===== config.mk =====
export PLATFORM = sky130hd
export DESIGN_NAME = operand_addr_gen
export DESIGN_NICKNAME = d
export VERILOG_FILES = /design/src/core/addr_mode_pkg.sv /design/src/core/mode_decoder.sv /design/src/core/ea_adder.sv /design/src/core/operand_addr_gen.sv
export VERILOG_INCLUDE_DIRS = /design/src /design/src/core
export SDC_FILE = /design/constraint.sdc
export NUM_CORES = 1
export LEC_CHECK = 0
export BUFFER_PORTS_ARGS = -buffer_cell sky130_fd_sc_hd__buf_2
export CORE_UTILIZATION = 58
export CTS_CLUSTER_SIZE = 16
export DETAILED_ROUTE_END_ITERATION = 10
export PLACE_DENSITY = 0.88
export SLEW_MARGIN = 20
export SYNTH_ARGS = -nofsm -noshare
export SYNTH_HDL_FRONTEND = slang
export SYNTH_SLANG_ARGS = --single-unit

===== constraint.sdc =====
create_clock -name ref_clk -period 3.1 [get_ports ref_clk]
set_input_delay 0.155 -clock ref_clk [delete_from_list [all_inputs] [get_ports ref_clk]]
set_output_delay 0.155 -clock ref_clk [all_outputs]
set_load 0.02 [all_outputs]

===== src/core/addr_mode_defs.svh =====
/*
 Timing-free constants of the operand address generator: prebyte codes,
 page-zero limits and reset values.
 Assumes inclusion by bare name from the decoder and sequencer design modules.
*/
`ifndef ADDR_MODE_DEFS_SVH
`define ADDR_MODE_DEFS_SVH
`define PRE_SECOND_INDEX 8'h10
`define PRE_INDIRECT 8'h92
`define PRE_INDIRECT_SECOND 8'h91
`define ZERO_HIGH_BYTE 8'h00
`define ADDR_RESET 16'h0000
`define BYTE_RESET 8'h00
`define MODE_COUNT 5'd17
`define FAMILY_COUNT 3'd7
`endif


===== src/core/addr_mode_pkg.sv =====
/*
 Types shared by the address generator: mode and family enumerations,
 the decoded-instruction carrier and the memory request carrier.
 Assumes the constants header sits beside it.
*/
package addr_mode_pkg;
    typedef enum logic [4:0] {
        M_INHERENT, M_IMMEDIATE, M_DIR_SHORT, M_DIR_LONG,
        M_IDX_NONE, M_IDX_SHORT, M_IDX_LONG,
        M_IND_SHORT, M_IND_LONG, M_INDIDX_SHORT, M_INDIDX_LONG,
        M_REL_DIR, M_REL_IND, M_BIT_DIR, M_BIT_IND,
        M_BITREL_DIR, M_BITREL_IND
    } mode_t;
    typedef enum logic [2:0] {
        F_INHERENT, F_IMMEDIATE, F_DIRECT, F_INDEXED,
        F_INDIRECT, F_RELATIVE, F_BIT
    } family_t;
    typedef struct packed {
        mode_t mode;
        family_t family;
        logic useSecond;
        logic [1:0] operandBytes;
        logic readPointer;
        logic wordPointer;
        logic isRmw;
        logic illegal;
    } decode_t;
    typedef struct packed {
        logic valid;
        logic [15:0] addr;
    } mem_req_t;
endpackage


===== src/core/mode_decoder.sv =====
/*
 Combinational addressing-mode decoder: opcode plus prebyte flags in,
 decoded mode, family, operand byte count and pointer kind out.
 Assumes the opcode is held stable by the sequencer while decoded.
*/
`timescale 1ns/100ps
`include "addr_mode_defs.svh"
module mode_decoder (
    // Instruction
    input wire logic [7:0] opcode,
    input wire logic preSecond,
    input wire logic preIndirect,
    input wire logic preIndSecond,
    // Result
    output addr_mode_pkg::decode_t dec
);
    import addr_mode_pkg::*;
    logic [3:0] hi;
    logic [3:0] lo;
    logic rmwOp;
    assign hi = opcode[7:4];
    assign lo = opcode[3:0];
    // Read-modify-write group by opcode low nibble
    assign rmwOp = (lo == 4'h0) || (lo == 4'h3) || (lo == 4'h4) ||
                   (lo == 4'h6) || (lo == 4'h7) || (lo == 4'h8) ||
                   (lo == 4'h9) || (lo == 4'hA) || (lo == 4'hC) ||
                   (lo == 4'hD) || (lo == 4'hE) || (lo == 4'hF);
    always_comb begin
        dec = '0;
        dec.mode = M_INHERENT;
        dec.family = F_INHERENT;
        dec.useSecond = preSecond | preIndSecond;
        case (hi)
            4'h0: begin
                dec.mode = preIndirect ? M_BITREL_IND : M_BITREL_DIR;
                dec.family = F_BIT;
            end
            4'h1: begin
                dec.mode = preIndirect ? M_BIT_IND : M_BIT_DIR;
                dec.family = F_BIT;
                dec.isRmw = 1'b1;
            end
            4'h2: begin
                dec.mode = preIndirect ? M_REL_IND : M_REL_DIR;
                dec.family = F_RELATIVE;
            end
            4'h3: begin
                dec.mode = preIndirect ? M_IND_SHORT : M_DIR_SHORT;
                dec.family = preIndirect ? F_INDIRECT : F_DIRECT;
                dec.isRmw = rmwOp;
            end
            4'h6: begin
                dec.mode = (preIndirect | preIndSecond) ?
                           M_INDIDX_SHORT : M_IDX_SHORT;
                dec.family = F_INDEXED;
                dec.isRmw = rmwOp;
            end
            4'h7: begin
                dec.mode = M_IDX_NONE;
                dec.family = F_INDEXED;
                dec.isRmw = rmwOp;
            end
            4'hA: begin
                dec.mode = M_IMMEDIATE;
                dec.family = F_IMMEDIATE;
            end
            4'hB: begin
                dec.mode = preIndirect ? M_IND_SHORT : M_DIR_SHORT;
                dec.family = preIndirect ? F_INDIRECT : F_DIRECT;
            end
            4'hC: begin
                dec.mode = preIndirect ? M_IND_LONG : M_DIR_LONG;
                dec.family = preIndirect ? F_INDIRECT : F_DIRECT;
            end
            4'hD: begin
                dec.mode = (preIndirect | preIndSecond) ?
                           M_INDIDX_LONG : M_IDX_LONG;
                dec.family = F_INDEXED;
            end
            4'hE: begin
                dec.mode = (preIndirect | preIndSecond) ?
                           M_INDIDX_SHORT : M_IDX_SHORT;
                dec.family = F_INDEXED;
            end
            4'hF: begin
                dec.mode = M_IDX_NONE;
                dec.family = F_INDEXED;
            end
            default: begin
                dec.mode = M_INHERENT;
                dec.family = F_INHERENT;
            end
        endcase
        // Bytes that follow the opcode before the operand is reached
        case (dec.mode)
            M_INHERENT, M_IDX_NONE: dec.operandBytes = 2'd0;
            M_DIR_LONG, M_IDX_LONG, M_BITREL_DIR: dec.operandBytes = 2'd2;
            M_BITREL_IND: dec.operandBytes = 2'd2;
            default: dec.operandBytes = 2'd1;
        endcase
        dec.readPointer = (dec.mode == M_IND_SHORT) ||
                          (dec.mode == M_IND_LONG) ||
                          (dec.mode == M_INDIDX_SHORT) ||
                          (dec.mode == M_INDIDX_LONG) ||
                          (dec.mode == M_REL_IND) ||
                          (dec.mode == M_BIT_IND) ||
                          (dec.mode == M_BITREL_IND);
        dec.wordPointer = (dec.mode == M_IND_LONG) ||
                          (dec.mode == M_INDIDX_LONG);
        // Long forms never carry read-modify-write operations
        dec.illegal = rmwOp && (hi == 4'hC || hi == 4'hD) &&
                      (lo != 4'h1) && (lo != 4'h2) && (lo != 4'h5) &&
                      (lo != 4'hB);
        dec.illegal = dec.illegal || (preIndSecond && hi != 4'h6 &&
                      hi != 4'hD && hi != 4'hE);
    end
endmodule // mode_decoder


===== src/core/ea_adder.sv =====
/*
 Unsigned effective-address adder and relative branch target adder.
 Assumes operands are already zero-extended where page zero applies.
*/
`timescale 1ns/100ps
module ea_adder (
    // Operands
    input wire logic [15:0] base,
    input wire logic [7:0] index,
    input wire logic addIndex,
    input wire logic [15:0] pcNext,
    input wire logic [7:0] relOffset,
    // Results
    output logic [15:0] effAddr,
    output logic [15:0] branchTarget
);
    // Carry into the high byte gives 00..1FE for short indexed
    assign effAddr = base + (addIndex ? {8'h00, index} : 16'h0000);
    // Sign extension keeps targets within PC-128..PC+127
    assign branchTarget = pcNext + {{8{relOffset[7]}}, relOffset};
endmodule // ea_adder


===== src/core/operand_addr_gen.sv =====
/*
 Operand address sequencer of the 8-bit core. Takes prebytes and opcode,
 fetches address, offset and pointer bytes from memory, and presents the
 16-bit effective address or branch target.
 Assumes memory answers a read with rdValid some cycles after rdReq and
 that index registers stay stable during an instruction.
*/
// Functional notes
// - Seventeen modes in seven families
// - Long forms reach full 64 Kbyte space
// - Short forms limited to page zero
// - Read-modify-write only with short forms
// - Inherent is one byte, nothing fetched
// - Immediate: opcode plus one operand byte
// - Short direct: one address byte
// - Long direct: two address bytes
// - Indexed address is unsigned index plus offset
// - No-offset indexed uses index alone
// - Short indexed: byte offset, up to 1FE
// - Long indexed: word offset plus index
// - Indirect reads pointer before operand
// - Short indirect: byte pointer, page zero
// - Long indirect: word pointer from byte address
// - Indirect indexed adds index to pointer
// - Short indirect indexed spans 00 to 1FE
// - Branch target PC-128 to PC+127, next PC
// - No-offset: second index costs one prebyte
// - Prebyte 10 selects second index
// - Prebyte 92 selects indirect forms
// - Prebyte 91 selects second index, indirect
// - Branch adds signed 8-bit offset
`timescale 1ns/100ps
`include "addr_mode_defs.svh"
module operand_addr_gen (
    // Clock and reset
    input wire logic ref_clk,
    input wire logic rst_b,
    // Sequencer control
    input wire logic start,
    input wire logic [15:0] startPc,
    input wire logic [7:0] indexFirst,
    input wire logic [7:0] indexSecond,
    // Memory read port
    output addr_mode_pkg::mem_req_t rdReq,
    input wire logic rdValid,
    input wire logic [7:0] rdData,
    // Results
    output logic done,
    output logic busy,
    output logic illegal,
    output addr_mode_pkg::mode_t modeOut,
    output addr_mode_pkg::family_t familyOut,
    output logic [15:0] effAddr,
    output logic [7:0] immValue,
    output logic immValid,
    output logic [15:0] branchTarget,
    output logic branchValid,
    output logic [15:0] nextPc
);
    import addr_mode_pkg::*;
    typedef enum logic [2:0] {
        S_IDLE, S_OPCODE, S_OPERAND, S_PTR_HI, S_PTR_LO, S_FINISH
    } state_t;
    state_t state_reg;
    logic [15:0] pc_reg;
    logic [7:0] opcode_reg;
    logic preSecond_reg;
    logic preIndirect_reg;
    logic preIndSecond_reg;
    logic [1:0] left_reg;
    logic [15:0] field_reg;
    logic [15:0] ptrAddr_reg;
    logic reqPending_reg;
    decode_t dec;
    logic [15:0] base;
    logic [7:0] index;
    logic addIndex;
    logic [15:0] sumAddr;
    logic [15:0] target;
    logic [7:0] relOffset;
    logic isPrebyte;

    mode_decoder u_dec (
        .opcode(opcode_reg),
        .preSecond(preSecond_reg),
        .preIndirect(preIndirect_reg),
        .preIndSecond(preIndSecond_reg),
        .dec(dec)
    );

    assign isPrebyte = (rdData == `PRE_SECOND_INDEX) ||
                       (rdData == `PRE_INDIRECT) ||
                       (rdData == `PRE_INDIRECT_SECOND);
    // Second index chosen by prebyte; no-offset Y form costs that byte
    assign index = dec.useSecond ? indexSecond : indexFirst;
    assign addIndex = (dec.family == F_INDEXED);
    // Page-zero forms are zero-extended to 16 bits
    always_comb begin
        base = field_reg;
        case (dec.mode)
            M_IDX_NONE: base = `ADDR_RESET;
            M_DIR_SHORT, M_BIT_DIR, M_BITREL_DIR, M_IDX_SHORT,
            M_IND_SHORT, M_INDIDX_SHORT, M_BIT_IND, M_BITREL_IND:
                base = {`ZERO_HIGH_BYTE, field_reg[7:0]};
            default: base = field_reg;
        endcase
    end
    assign relOffset = field_reg[7:0];

    ea_adder u_add (
        .base(base),
        .index(index),
        .addIndex(addIndex),
        .pcNext(pc_reg),
        .relOffset(relOffset),
        .effAddr(sumAddr),
        .branchTarget(target)
    );

    // Sequencer; one memory read in flight at a time keeps ordering simple
    always_ff @(posedge ref_clk) begin
        if (!rst_b) begin
            state_reg <= S_IDLE;
            pc_reg <= `ADDR_RESET;
            opcode_reg <= `BYTE_RESET;
            preSecond_reg <= 1'b0;
            preIndirect_reg <= 1'b0;
            preIndSecond_reg <= 1'b0;
            left_reg <= 2'd0;
            field_reg <= `ADDR_RESET;
            ptrAddr_reg <= `ADDR_RESET;
            reqPending_reg <= 1'b0;
        end else begin
            case (state_reg)
                S_IDLE: begin
                    if (start) begin
                        pc_reg <= startPc;
                        preSecond_reg <= 1'b0;
                        preIndirect_reg <= 1'b0;
                        preIndSecond_reg <= 1'b0;
                        field_reg <= `ADDR_RESET;
                        reqPending_reg <= 1'b0;
                        state_reg <= S_OPCODE;
                    end
                end
                S_OPCODE: begin
                    if (!reqPending_reg) begin
                        reqPending_reg <= 1'b1;
                    end else if (rdValid) begin
                        reqPending_reg <= 1'b0;
                        pc_reg <= pc_reg + 16'h0001;
                        if (isPrebyte) begin
                            preSecond_reg <= (rdData == `PRE_SECOND_INDEX);
                            preIndirect_reg <= (rdData == `PRE_INDIRECT);
                            preIndSecond_reg <= (rdData == `PRE_INDIRECT_SECOND);
                        end else begin
                            opcode_reg <= rdData;
                            state_reg <= S_OPERAND;
                        end
                    end
                end
                S_OPERAND: begin
                    if (left_reg == 2'd0 && !reqPending_reg) begin
                        left_reg <= dec.operandBytes;
                        reqPending_reg <= (dec.operandBytes != 2'd0);
                        if (dec.operandBytes == 2'd0) begin
                            state_reg <= S_FINISH;
                        end
                    end else if (rdValid) begin
                        pc_reg <= pc_reg + 16'h0001;
                        // Bit-relative: first byte is the address, last the offset
                        if (dec.family == F_BIT && left_reg == 2'd1 &&
                            dec.operandBytes == 2'd2) begin
                            ptrAddr_reg <= {`ZERO_HIGH_BYTE, field_reg[7:0]};
                            field_reg <= {field_reg[7:0], rdData};
                        end else begin
                            field_reg <= {field_reg[7:0], rdData};
                        end
                        left_reg <= left_reg - 2'd1;
                        if (left_reg == 2'd1) begin
                            reqPending_reg <= 1'b0;
                            state_reg <= dec.readPointer ? S_PTR_HI : S_FINISH;
                        end
                    end
                end
                S_PTR_HI: begin
                    // Pointer address is the last byte fetched after the opcode
                    if (!reqPending_reg) begin
                        ptrAddr_reg <= {`ZERO_HIGH_BYTE, field_reg[7:0]};
                        reqPending_reg <= 1'b1;
                    end else if (rdValid) begin
                        reqPending_reg <= 1'b0;
                        field_reg <= {8'h00, rdData};
                        ptrAddr_reg <= ptrAddr_reg + 16'h0001;
                        state_reg <= dec.wordPointer ? S_PTR_LO : S_FINISH;
                    end
                end
                S_PTR_LO: begin
                    if (!reqPending_reg) begin
                        reqPending_reg <= 1'b1;
                    end else if (rdValid) begin
                        reqPending_reg <= 1'b0;
                        field_reg <= {field_reg[7:0], rdData};
                        state_reg <= S_FINISH;
                    end
                end
                S_FINISH: begin
                    left_reg <= 2'd0;
                    state_reg <= S_IDLE;
                end
                default: state_reg <= S_IDLE;
            endcase
        end
    end

    // Memory request: opcode and operand bytes from PC, pointers elsewhere
    always_ff @(posedge ref_clk) begin
        if (!rst_b) begin
            rdReq <= '0;
        end else begin
            rdReq.valid <= 1'b0;
            if ((state_reg == S_OPCODE && !reqPending_reg) ||
                (state_reg == S_OPERAND && left_reg == 2'd0 &&
                 !reqPending_reg && dec.operandBytes != 2'd0) ||
                (state_reg == S_OPERAND && rdValid && left_reg > 2'd1)) begin
                rdReq.valid <= 1'b1;
                rdReq.addr <= (state_reg == S_OPERAND && rdValid) ?
                              pc_reg + 16'h0001 : pc_reg;
            end else if (state_reg == S_PTR_HI && !reqPending_reg) begin
                rdReq.valid <= 1'b1;
                rdReq.addr <= {`ZERO_HIGH_BYTE, field_reg[7:0]};
            end else if (state_reg == S_PTR_LO && !reqPending_reg) begin
                rdReq.valid <= 1'b1;
                rdReq.addr <= ptrAddr_reg;
            end
        end
    end

    // Result outputs, registered at the finishing cycle
    always_ff @(posedge ref_clk) begin
        if (!rst_b) begin
            done <= 1'b0;
            illegal <= 1'b0;
            modeOut <= M_INHERENT;
            familyOut <= F_INHERENT;
            effAddr <= `ADDR_RESET;
            immValue <= `BYTE_RESET;
            immValid <= 1'b0;
            branchTarget <= `ADDR_RESET;
            branchValid <= 1'b0;
            nextPc <= `ADDR_RESET;
        end else begin
            done <= (state_reg == S_FINISH);
            if (state_reg == S_FINISH) begin
                illegal <= dec.illegal;
                modeOut <= dec.mode;
                familyOut <= dec.family;
                // Direct bit-relative keeps its address byte apart from the offset
                effAddr <= (dec.mode == M_BITREL_DIR) ? ptrAddr_reg :
                           sumAddr;
                immValue <= field_reg[7:0];
                immValid <= (dec.mode == M_IMMEDIATE);
                branchTarget <= target;
                branchValid <= (dec.family == F_RELATIVE) ||
                               (dec.mode == M_BITREL_DIR) ||
                               (dec.mode == M_BITREL_IND);
                nextPc <= pc_reg;
            end
        end
    end

    always_ff @(posedge ref_clk) begin
        if (!rst_b) begin
            busy <= 1'b0;
        end else begin
            busy <= (state_reg != S_IDLE) || start;
        end
    end
endmodule // operand_addr_gen


==> results of run 1 <==
-- cells in the mapped netlist, drive strengths merged, types with 13 or more instances --
cell    number
a21o        13
a31oi       16
and2        16
nand2      170
xor2        16
nor2        96
nand3       68
dfxtp      151
a211oi      18
buf         21
a21oi      142
nand2b      14
o211ai      13
nor3        24
clkbuf      60
xnor2       22
ha          27
inv         23
o21ai       69
-- power by group through the flow --
stage                     logic (mW)  registers (mW)  clock network, mW
final                           2.47            2.48               2.38
after global routing            2.68            2.50               2.48
after CTS                       2.41            2.46               2.39
after detailed placement        2.37            2.49                  0
after global placement          2.32            2.49                  0
after floorplan                 1.70            2.44                  0
-- cell type report --
cell class                      instances  area [um^2]
Fill cell                            1144         4330
Inverter                               23         86.3
Clock inverter                         12          223
Timing Repair Buffer                  168          983
Sequential cell                       151         3020
Multi-Input combinational cell        895         5200
Tap cell                              184          230
Clock buffer                           20          457
-- logic make-up after synthesis --
kind of cell             after synthesis  synth area share, %
AO/OA/AOI/OAI                        359                 25.8
XOR/XNOR                              38                 3.85
adder cells (fa/ha/maj)               29                 4.38
buffers and inverters                104                 4.88
flip-flops                           151                 35.0
multiplexers                           8                0.928
AND/OR/NAND/NOR                      461                 25.1
-- through the flow --
stage               util (%)  hold slack [ns]  cells  worst slack (ns)
floorplan                  -            0.291   1150             0.264
global placement        65.3            0.426   1418             0.417
detailed placement      65.3            0.424   1418             0.253
CTS                     70.2          0.00171   1453             0.228
global route            70.2           0.0208   1453            0.0411
finish                  70.2          0.00659   1453             0.236
-- worst reg2reg max path, delay by kind of cell, from the launching register on --
kind,cells,cell delay [ns]
xor+xnor,1,0.18
fa+ha+maj,2,0.57
simple gates,2,0.36
buf+inv,1,0.06
flops,1,0.41
compound gates,6,1.17
-- layer usage --
layer  up-vias  share of wire, %
li1       4346                 -
met1      4269                41
met2       537                46
met3        86               9.2
met4         0               3.7
met5         -                 0
-- final timing paths --
| path | start | endpoint | cells after the start |
|---|---|---|---|
| worst min register to register | modeOut[0]$_SDFFE_PN0P_ | modeOut[0]$_SDFFE_PN0P_ | 2 |
| worst max register to register | opcode_reg[4]$_SDFFE_PN0P_ | effAddr[12]$_SDFFE_PN0P_ | 12 |
| worst min-delay path | rdData[6] | opcode_reg[6]$_SDFFE_PN0P_ | 3 |
| worst max-delay path | opcode_reg[4]$_SDFFE_PN0P_ | effAddr[12]$_SDFFE_PN0P_ | 12 |
-- what timing repair did --
item | CTS | global route
endpoints found under the setup margin | 0 | 3
endpoints found under the hold margin | 3 | 0
hold buffers | 3 | 0
gates resized for setup | 0 | 1
-- layout by cell type, fill, tap and decap left out, types with 9 or more instances in the layout --
cell       instances
xnor2_1           22
xor2_1            16
dfxtp_1          151
buf_2            129
nand2b_1          14
ha_1              27
a211oi_1          18
o211ai_1          13
nand3_1           68
a21oi_1          141
inv_1             22
and3_1            12
buf_4             33
a21o_1            13
nor2b_1           11
nor3_1            24
nor2_1            94
a31oi_1           16
clkbuf_16         17
o21ai_0           66
and2_1            15
nor3b_1            9
or3_1             10
nand2_1          169
==> flow_metrics.env, run 1 <==
export IMPL_status="finished, final reports clean"
export IMPL_hold_class="in2reg"
export IMPL_use_met3_pct=5.45
export IMPL_regMostFlops="rdReq"
export IMPL_switchingPower_mw=2.76
export IMPL_drt_initial_drc_count=1093
export IMPL_drv_cap=0
export IMPL_synthesis_area_um2=8630
export IMPL_synth_edff_count=0
export IMPL_layout_drive_gt1_share_pct=16.3
export IMPL_clk_path_buf_depth=2
export IMPL_grt_max_degree=65
export IMPL_num_vias=9238
export IMPL_die_h_um=124
export IMPL_grt_use_met2_pct=54.7
export IMPL_design_area_um2=10200
export IMPL_fmax_mhz=349
export IMPL_critPathKind="reg2reg"
export IMPL_antenna_found_initial=0
export IMPL_port_buffers=129
export IMPL_vdd_drop_max_mv=0.478
export IMPL_cts_sinks=151
export IMPL_synthFlopType="dfxtp_1"
export IMPL_seq_area_frac_synth_pct=35.0
export IMPL_setup_viol=0
export IMPL_die_area_um2=15400
export IMPL_tns_ns=0
export IMPL_swShare_pct=37.6
export IMPL_synthCells=1150
export IMPL_synth_nets=1223
export IMPL_crit_arrival_ns=3.17
export IMPL_die_x_um=124
export IMPL_place_hpwl_mm=18.2
export IMPL_synth_avg_cell_area_um2=7.51
export IMPL_use_met1_pct=45.9
export IMPL_p_total_mw=7.33
export IMPL_crit_family="compound AO/OA/AOI/OAI gates"
export IMPL_seqPwrFrac_pct=33.8
export IMPL_cts_tree="done"
export IMPL_hold_viol=0
export IMPL_p_leak_nw=4.10
export IMPL_ioPinCount=130
export IMPL_powerDensity_nw_per_um2=719
export IMPL_initial_core_util_pct=59.4
export IMPL_gr_total_overflow=0
export IMPL_wl_per_cell_um=18.0
export IMPL_power_internal_mw=4.58
export IMPL_fin_crit_sh_pct=92.4
export IMPL_core_area_um2=14500
export IMPL_critPathLaunchType="flip-flop"
export IMPL_clockPowerShare_pct=32.5
export IMPL_row_count=44
export IMPL_worstMarginPinSlew_ns=0.821
export IMPL_drc=0
export IMPL_relSlewSlack_pct=45.2
export IMPL_synthArstFlopShare_pct=0
export IMPL_path_buf_inv=1
export IMPL_rrSetupSlack_ns=0.24
export IMPL_slowest_delay_ns=0.41
export IMPL_area_delta_synth_final_pct=18.2
export IMPL_grt_busiest_layer="met2"
export IMPL_report_final_slew_viol_count=0
export IMPL_synth_cell_type_count=71
export IMPL_clk_pin_slew_ns=0.06
export IMPL_grtUsageTotal_pct=34.6
export IMPL_grt_pass1_vias=8329
export IMPL_fin_nets=1329
export IMPL_cp_end_kind="flip-flop"
export IMPL_cp_required_ns=3.41
export IMPL_routed_wl_mm=26.2
export IMPL_ant_nets=0
export IMPL_crit_top_cell="a21oi_1"
export IMPL_cts_root_buf="clkbuf_16"
export IMPL_post_dp_cell_area_um2=9490
export IMPL_drt_pass1_iter_count=6
export IMPL_synth_area_leaders="dfxtp_1 35%, a21oi_1 8.2%, nand2_1 7.4%"
export IMPL_slowest_stage="dfxtp_1"
export IMPL_gp_congestion=0.959
export IMPL_synth_top_area_share_pct=35.0
export IMPL_largest_register_ffs=17
export IMPL_numCtsBuffers=17
export IMPL_rsz0062_at_grt="no"
export IMPL_synth_seq_cells=151
export IMPL_skew_ns=0.00601
export IMPL_avgViaCountPerCell=6.36
export IMPL_post_route_min_period_ns=2.86
export IMPL_comb_power_share_pct=33.7
export IMPL_diodes=0
export IMPL_grt_pass1_wl_mm=41.3
export IMPL_cts_setup_buffers=0
export IMPL_clk_latency_ns=0.43
export IMPL_yosys_warnings=0
export IMPL_crit_chain="a21o_1, nand2_1, a21oi_1, ha_1, inv_1, fa_1, nand2b_1, a21oi_1, o21ai_1, a211oi_1, xnor2_1, a31oi_1"
export IMPL_htreeDepth=4
export IMPL_synth_top_cell_by_area="dfxtp_1"
export IMPL_cp_max_fo=6
Power figures use the tool's default switching activity.
==> run 2, diff against run 1 <==
--- a/config.mk
+++ b/config.mk
@@ -10,7 +10,7 @@
 export CORE_UTILIZATION = 58
 export CTS_CLUSTER_SIZE = 16
 export DETAILED_ROUTE_END_ITERATION = 10
-export PLACE_DENSITY = 0.88
+export PLACE_DENSITY = 0.81
 export SLEW_MARGIN = 20
 export SYNTH_ARGS = -nofsm -noshare
 export SYNTH_HDL_FRONTEND = slang
==> flow_metrics.env, run 2 (synthesis gave the netlist of run 1 again) <==
export IMPL_cts_sinks=151
export IMPL_fill_cells=1249
export IMPL_p_leak_nw=4.11
export IMPL_grt_pass1_vias=8215
export IMPL_worstMarginPinSlew_ns=0.637
export IMPL_vdd_drop_max_mv=0.447
export IMPL_report_final_slew_viol_count=0
export IMPL_die_x_um=124
export IMPL_critPathKind="reg2reg"
export IMPL_wl_per_cell_um=18.0
export IMPL_gr_total_overflow=0
export IMPL_avgViaCountPerCell=6.28
export IMPL_final_cell_mix="169 x nand2_1, 151 x dfxtp_1, 141 x a21oi_1, 129 x buf_2, 94 x nor2_1"
export IMPL_setup_viol=0
export IMPL_fmax_mhz=354
export IMPL_grt_pass1_wl_mm=41.3
export IMPL_hold_viol=0
export IMPL_ctsHoldBuffers=4
export IMPL_diodes=0
export IMPL_cp_max_fo=6
export IMPL_ant_nets=0
export IMPL_hold_class="in2reg"
export IMPL_post_route_min_period_ns=2.82
export IMPL_cp_required_ns=3.40
export IMPL_ioPinCount=130
export IMPL_grt_max_degree=55
export IMPL_gp_congestion=0.955
export IMPL_row_count=44
export IMPL_fin_nets=1334
export IMPL_critPathLaunchType="flip-flop"
export IMPL_antenna_found_initial=0
export IMPL_clk_latency_ns=0.43
export IMPL_clk_pin_slew_ns=0.06
export IMPL_wl_met1_mm=11.3
export IMPL_wl_met3_mm=2.37
export IMPL_multi_input_area_um2=5200
export IMPL_layout_drive_gt1_share_pct=16.4
export IMPL_final_seq_area_um2=3020
export IMPL_largest_register_ffs=17
export IMPL_crit_arrival_ns=3.12
export IMPL_cts_setup_buffers=0
export IMPL_routed_wl_mm=26.3
export IMPL_drt_initial_drc_count=952
export IMPL_num_vias=9154
export IMPL_cp_end_kind="flip-flop"
export IMPL_drv_cap=0
export IMPL_post_dp_cell_area_um2=9500
export IMPL_powerDensity_nw_per_um2=717
export IMPL_cts_resized=0
export IMPL_rsz0062_at_grt="no"
export IMPL_cts_root_buf="clkbuf_16"
export IMPL_skew_ns=0.00839
export IMPL_cts_tree="done"
export IMPL_p_total_mw=7.31
export IMPL_wl_met2_mm=11.9
export IMPL_port_buffers=129
export IMPL_tns_ns=0
export IMPL_grtUsageTotal_pct=34.8
export IMPL_place_hpwl_mm=18.3
export IMPL_final_common_cell="nand2_1"
export IMPL_relSlewSlack_pct=57.2
export IMPL_drc=0
export IMPL_top_layer_used="met4"
export IMPL_status="finished, final reports clean"
export IMPL_core_area_um2=14500
export IMPL_fin_crit_sh_pct=91.1
export IMPL_area_delta_synth_final_pct=18.2
export IMPL_design_area_um2=10200
export IMPL_regMostFlops="rdReq"
export IMPL_initial_core_util_pct=59.4
export IMPL_numCtsBuffers=17
export IMPL_htreeDepth=4
export IMPL_drt_pass1_iter_count=5
export IMPL_clk_path_buf_depth=2
export IMPL_die_area_um2=15400
export IMPL_die_h_um=124
## run 2: where the power goes
part           total [mW]  switching [mW]  internal (mW)  leakage [nW]
Combinational        2.51            1.62          0.898          2.57
Sequential           2.45           0.307           2.15          1.22
Clock                2.34           0.808           1.54         0.324
Total                7.31            2.73           4.58          4.11
## run 2: cell type report
type,instances,share of cell area (%)
clock buffers,25,4.95
clock inverters,7,1.59
inverters,23,0.846
multi-input cells,895,50.9
flip-flops and latches,151,29.6
well taps,184,2.26
repair buffers,173,9.78
## run 2: final timing paths
check | slack [ns] | end | startpoint | cells past startpoint
worst min-delay path | 0.02 | field_reg[5]$_SDFFE_PN0P_ | rdData[5] | 3
worst max register to register | 0.28 | effAddr[14]$_SDFFE_PN0P_ | opcode_reg[4]$_SDFFE_PN0P_ | 12
worst max-delay path | 0.28 | effAddr[14]$_SDFFE_PN0P_ | opcode_reg[4]$_SDFFE_PN0P_ | 12
worst min register to register | 0.45 | modeOut[4]$_SDFFE_PN0P_ | modeOut[4]$_SDFFE_PN0P_ | 2
## run 2: through the flow
| stage | worst slack (ns) | util [%] | cells | hold slack (ns) |
|---|---|---|---|---|
| 2_1_floorplan | 0.264 | - | 1150 | 0.291 |
| 3_3_place_gp | 0.377 | 65.3 | 1422 | 0.424 |
| 3_5_place_dp | 0.308 | 65.3 | 1422 | 0.436 |
| 4_1_cts | 0.294 | 70.2 | 1458 | 0.000485 |
| 5_1_grt | 0.112 | 70.2 | 1458 | 0.0214 |
| 6_report | 0.276 | 70.2 | 1458 | 0.0195 |
## run 2: critical path, cell delays in order (launching register included)
cell and delay (ns):
dfxtp_1 0.41, a21o_1 0.16, nand2_1 0.17, a21oi_1 0.18, ha_1 0.18, inv_1 0.05, fa_1 0.37, nand2b_1 0.19
a21oi_1 0.18, o21ai_0 0.23, a211oi_1 0.31, xnor2_1 0.15, a31oi_1 0.11
## run 2: routing by layer
layer	vias up	track usage [%]
met5	-	0
met4	0	15.3
met3	67	7.46
met2	429	52.6
met1	4300	47.6
li1	4358	-
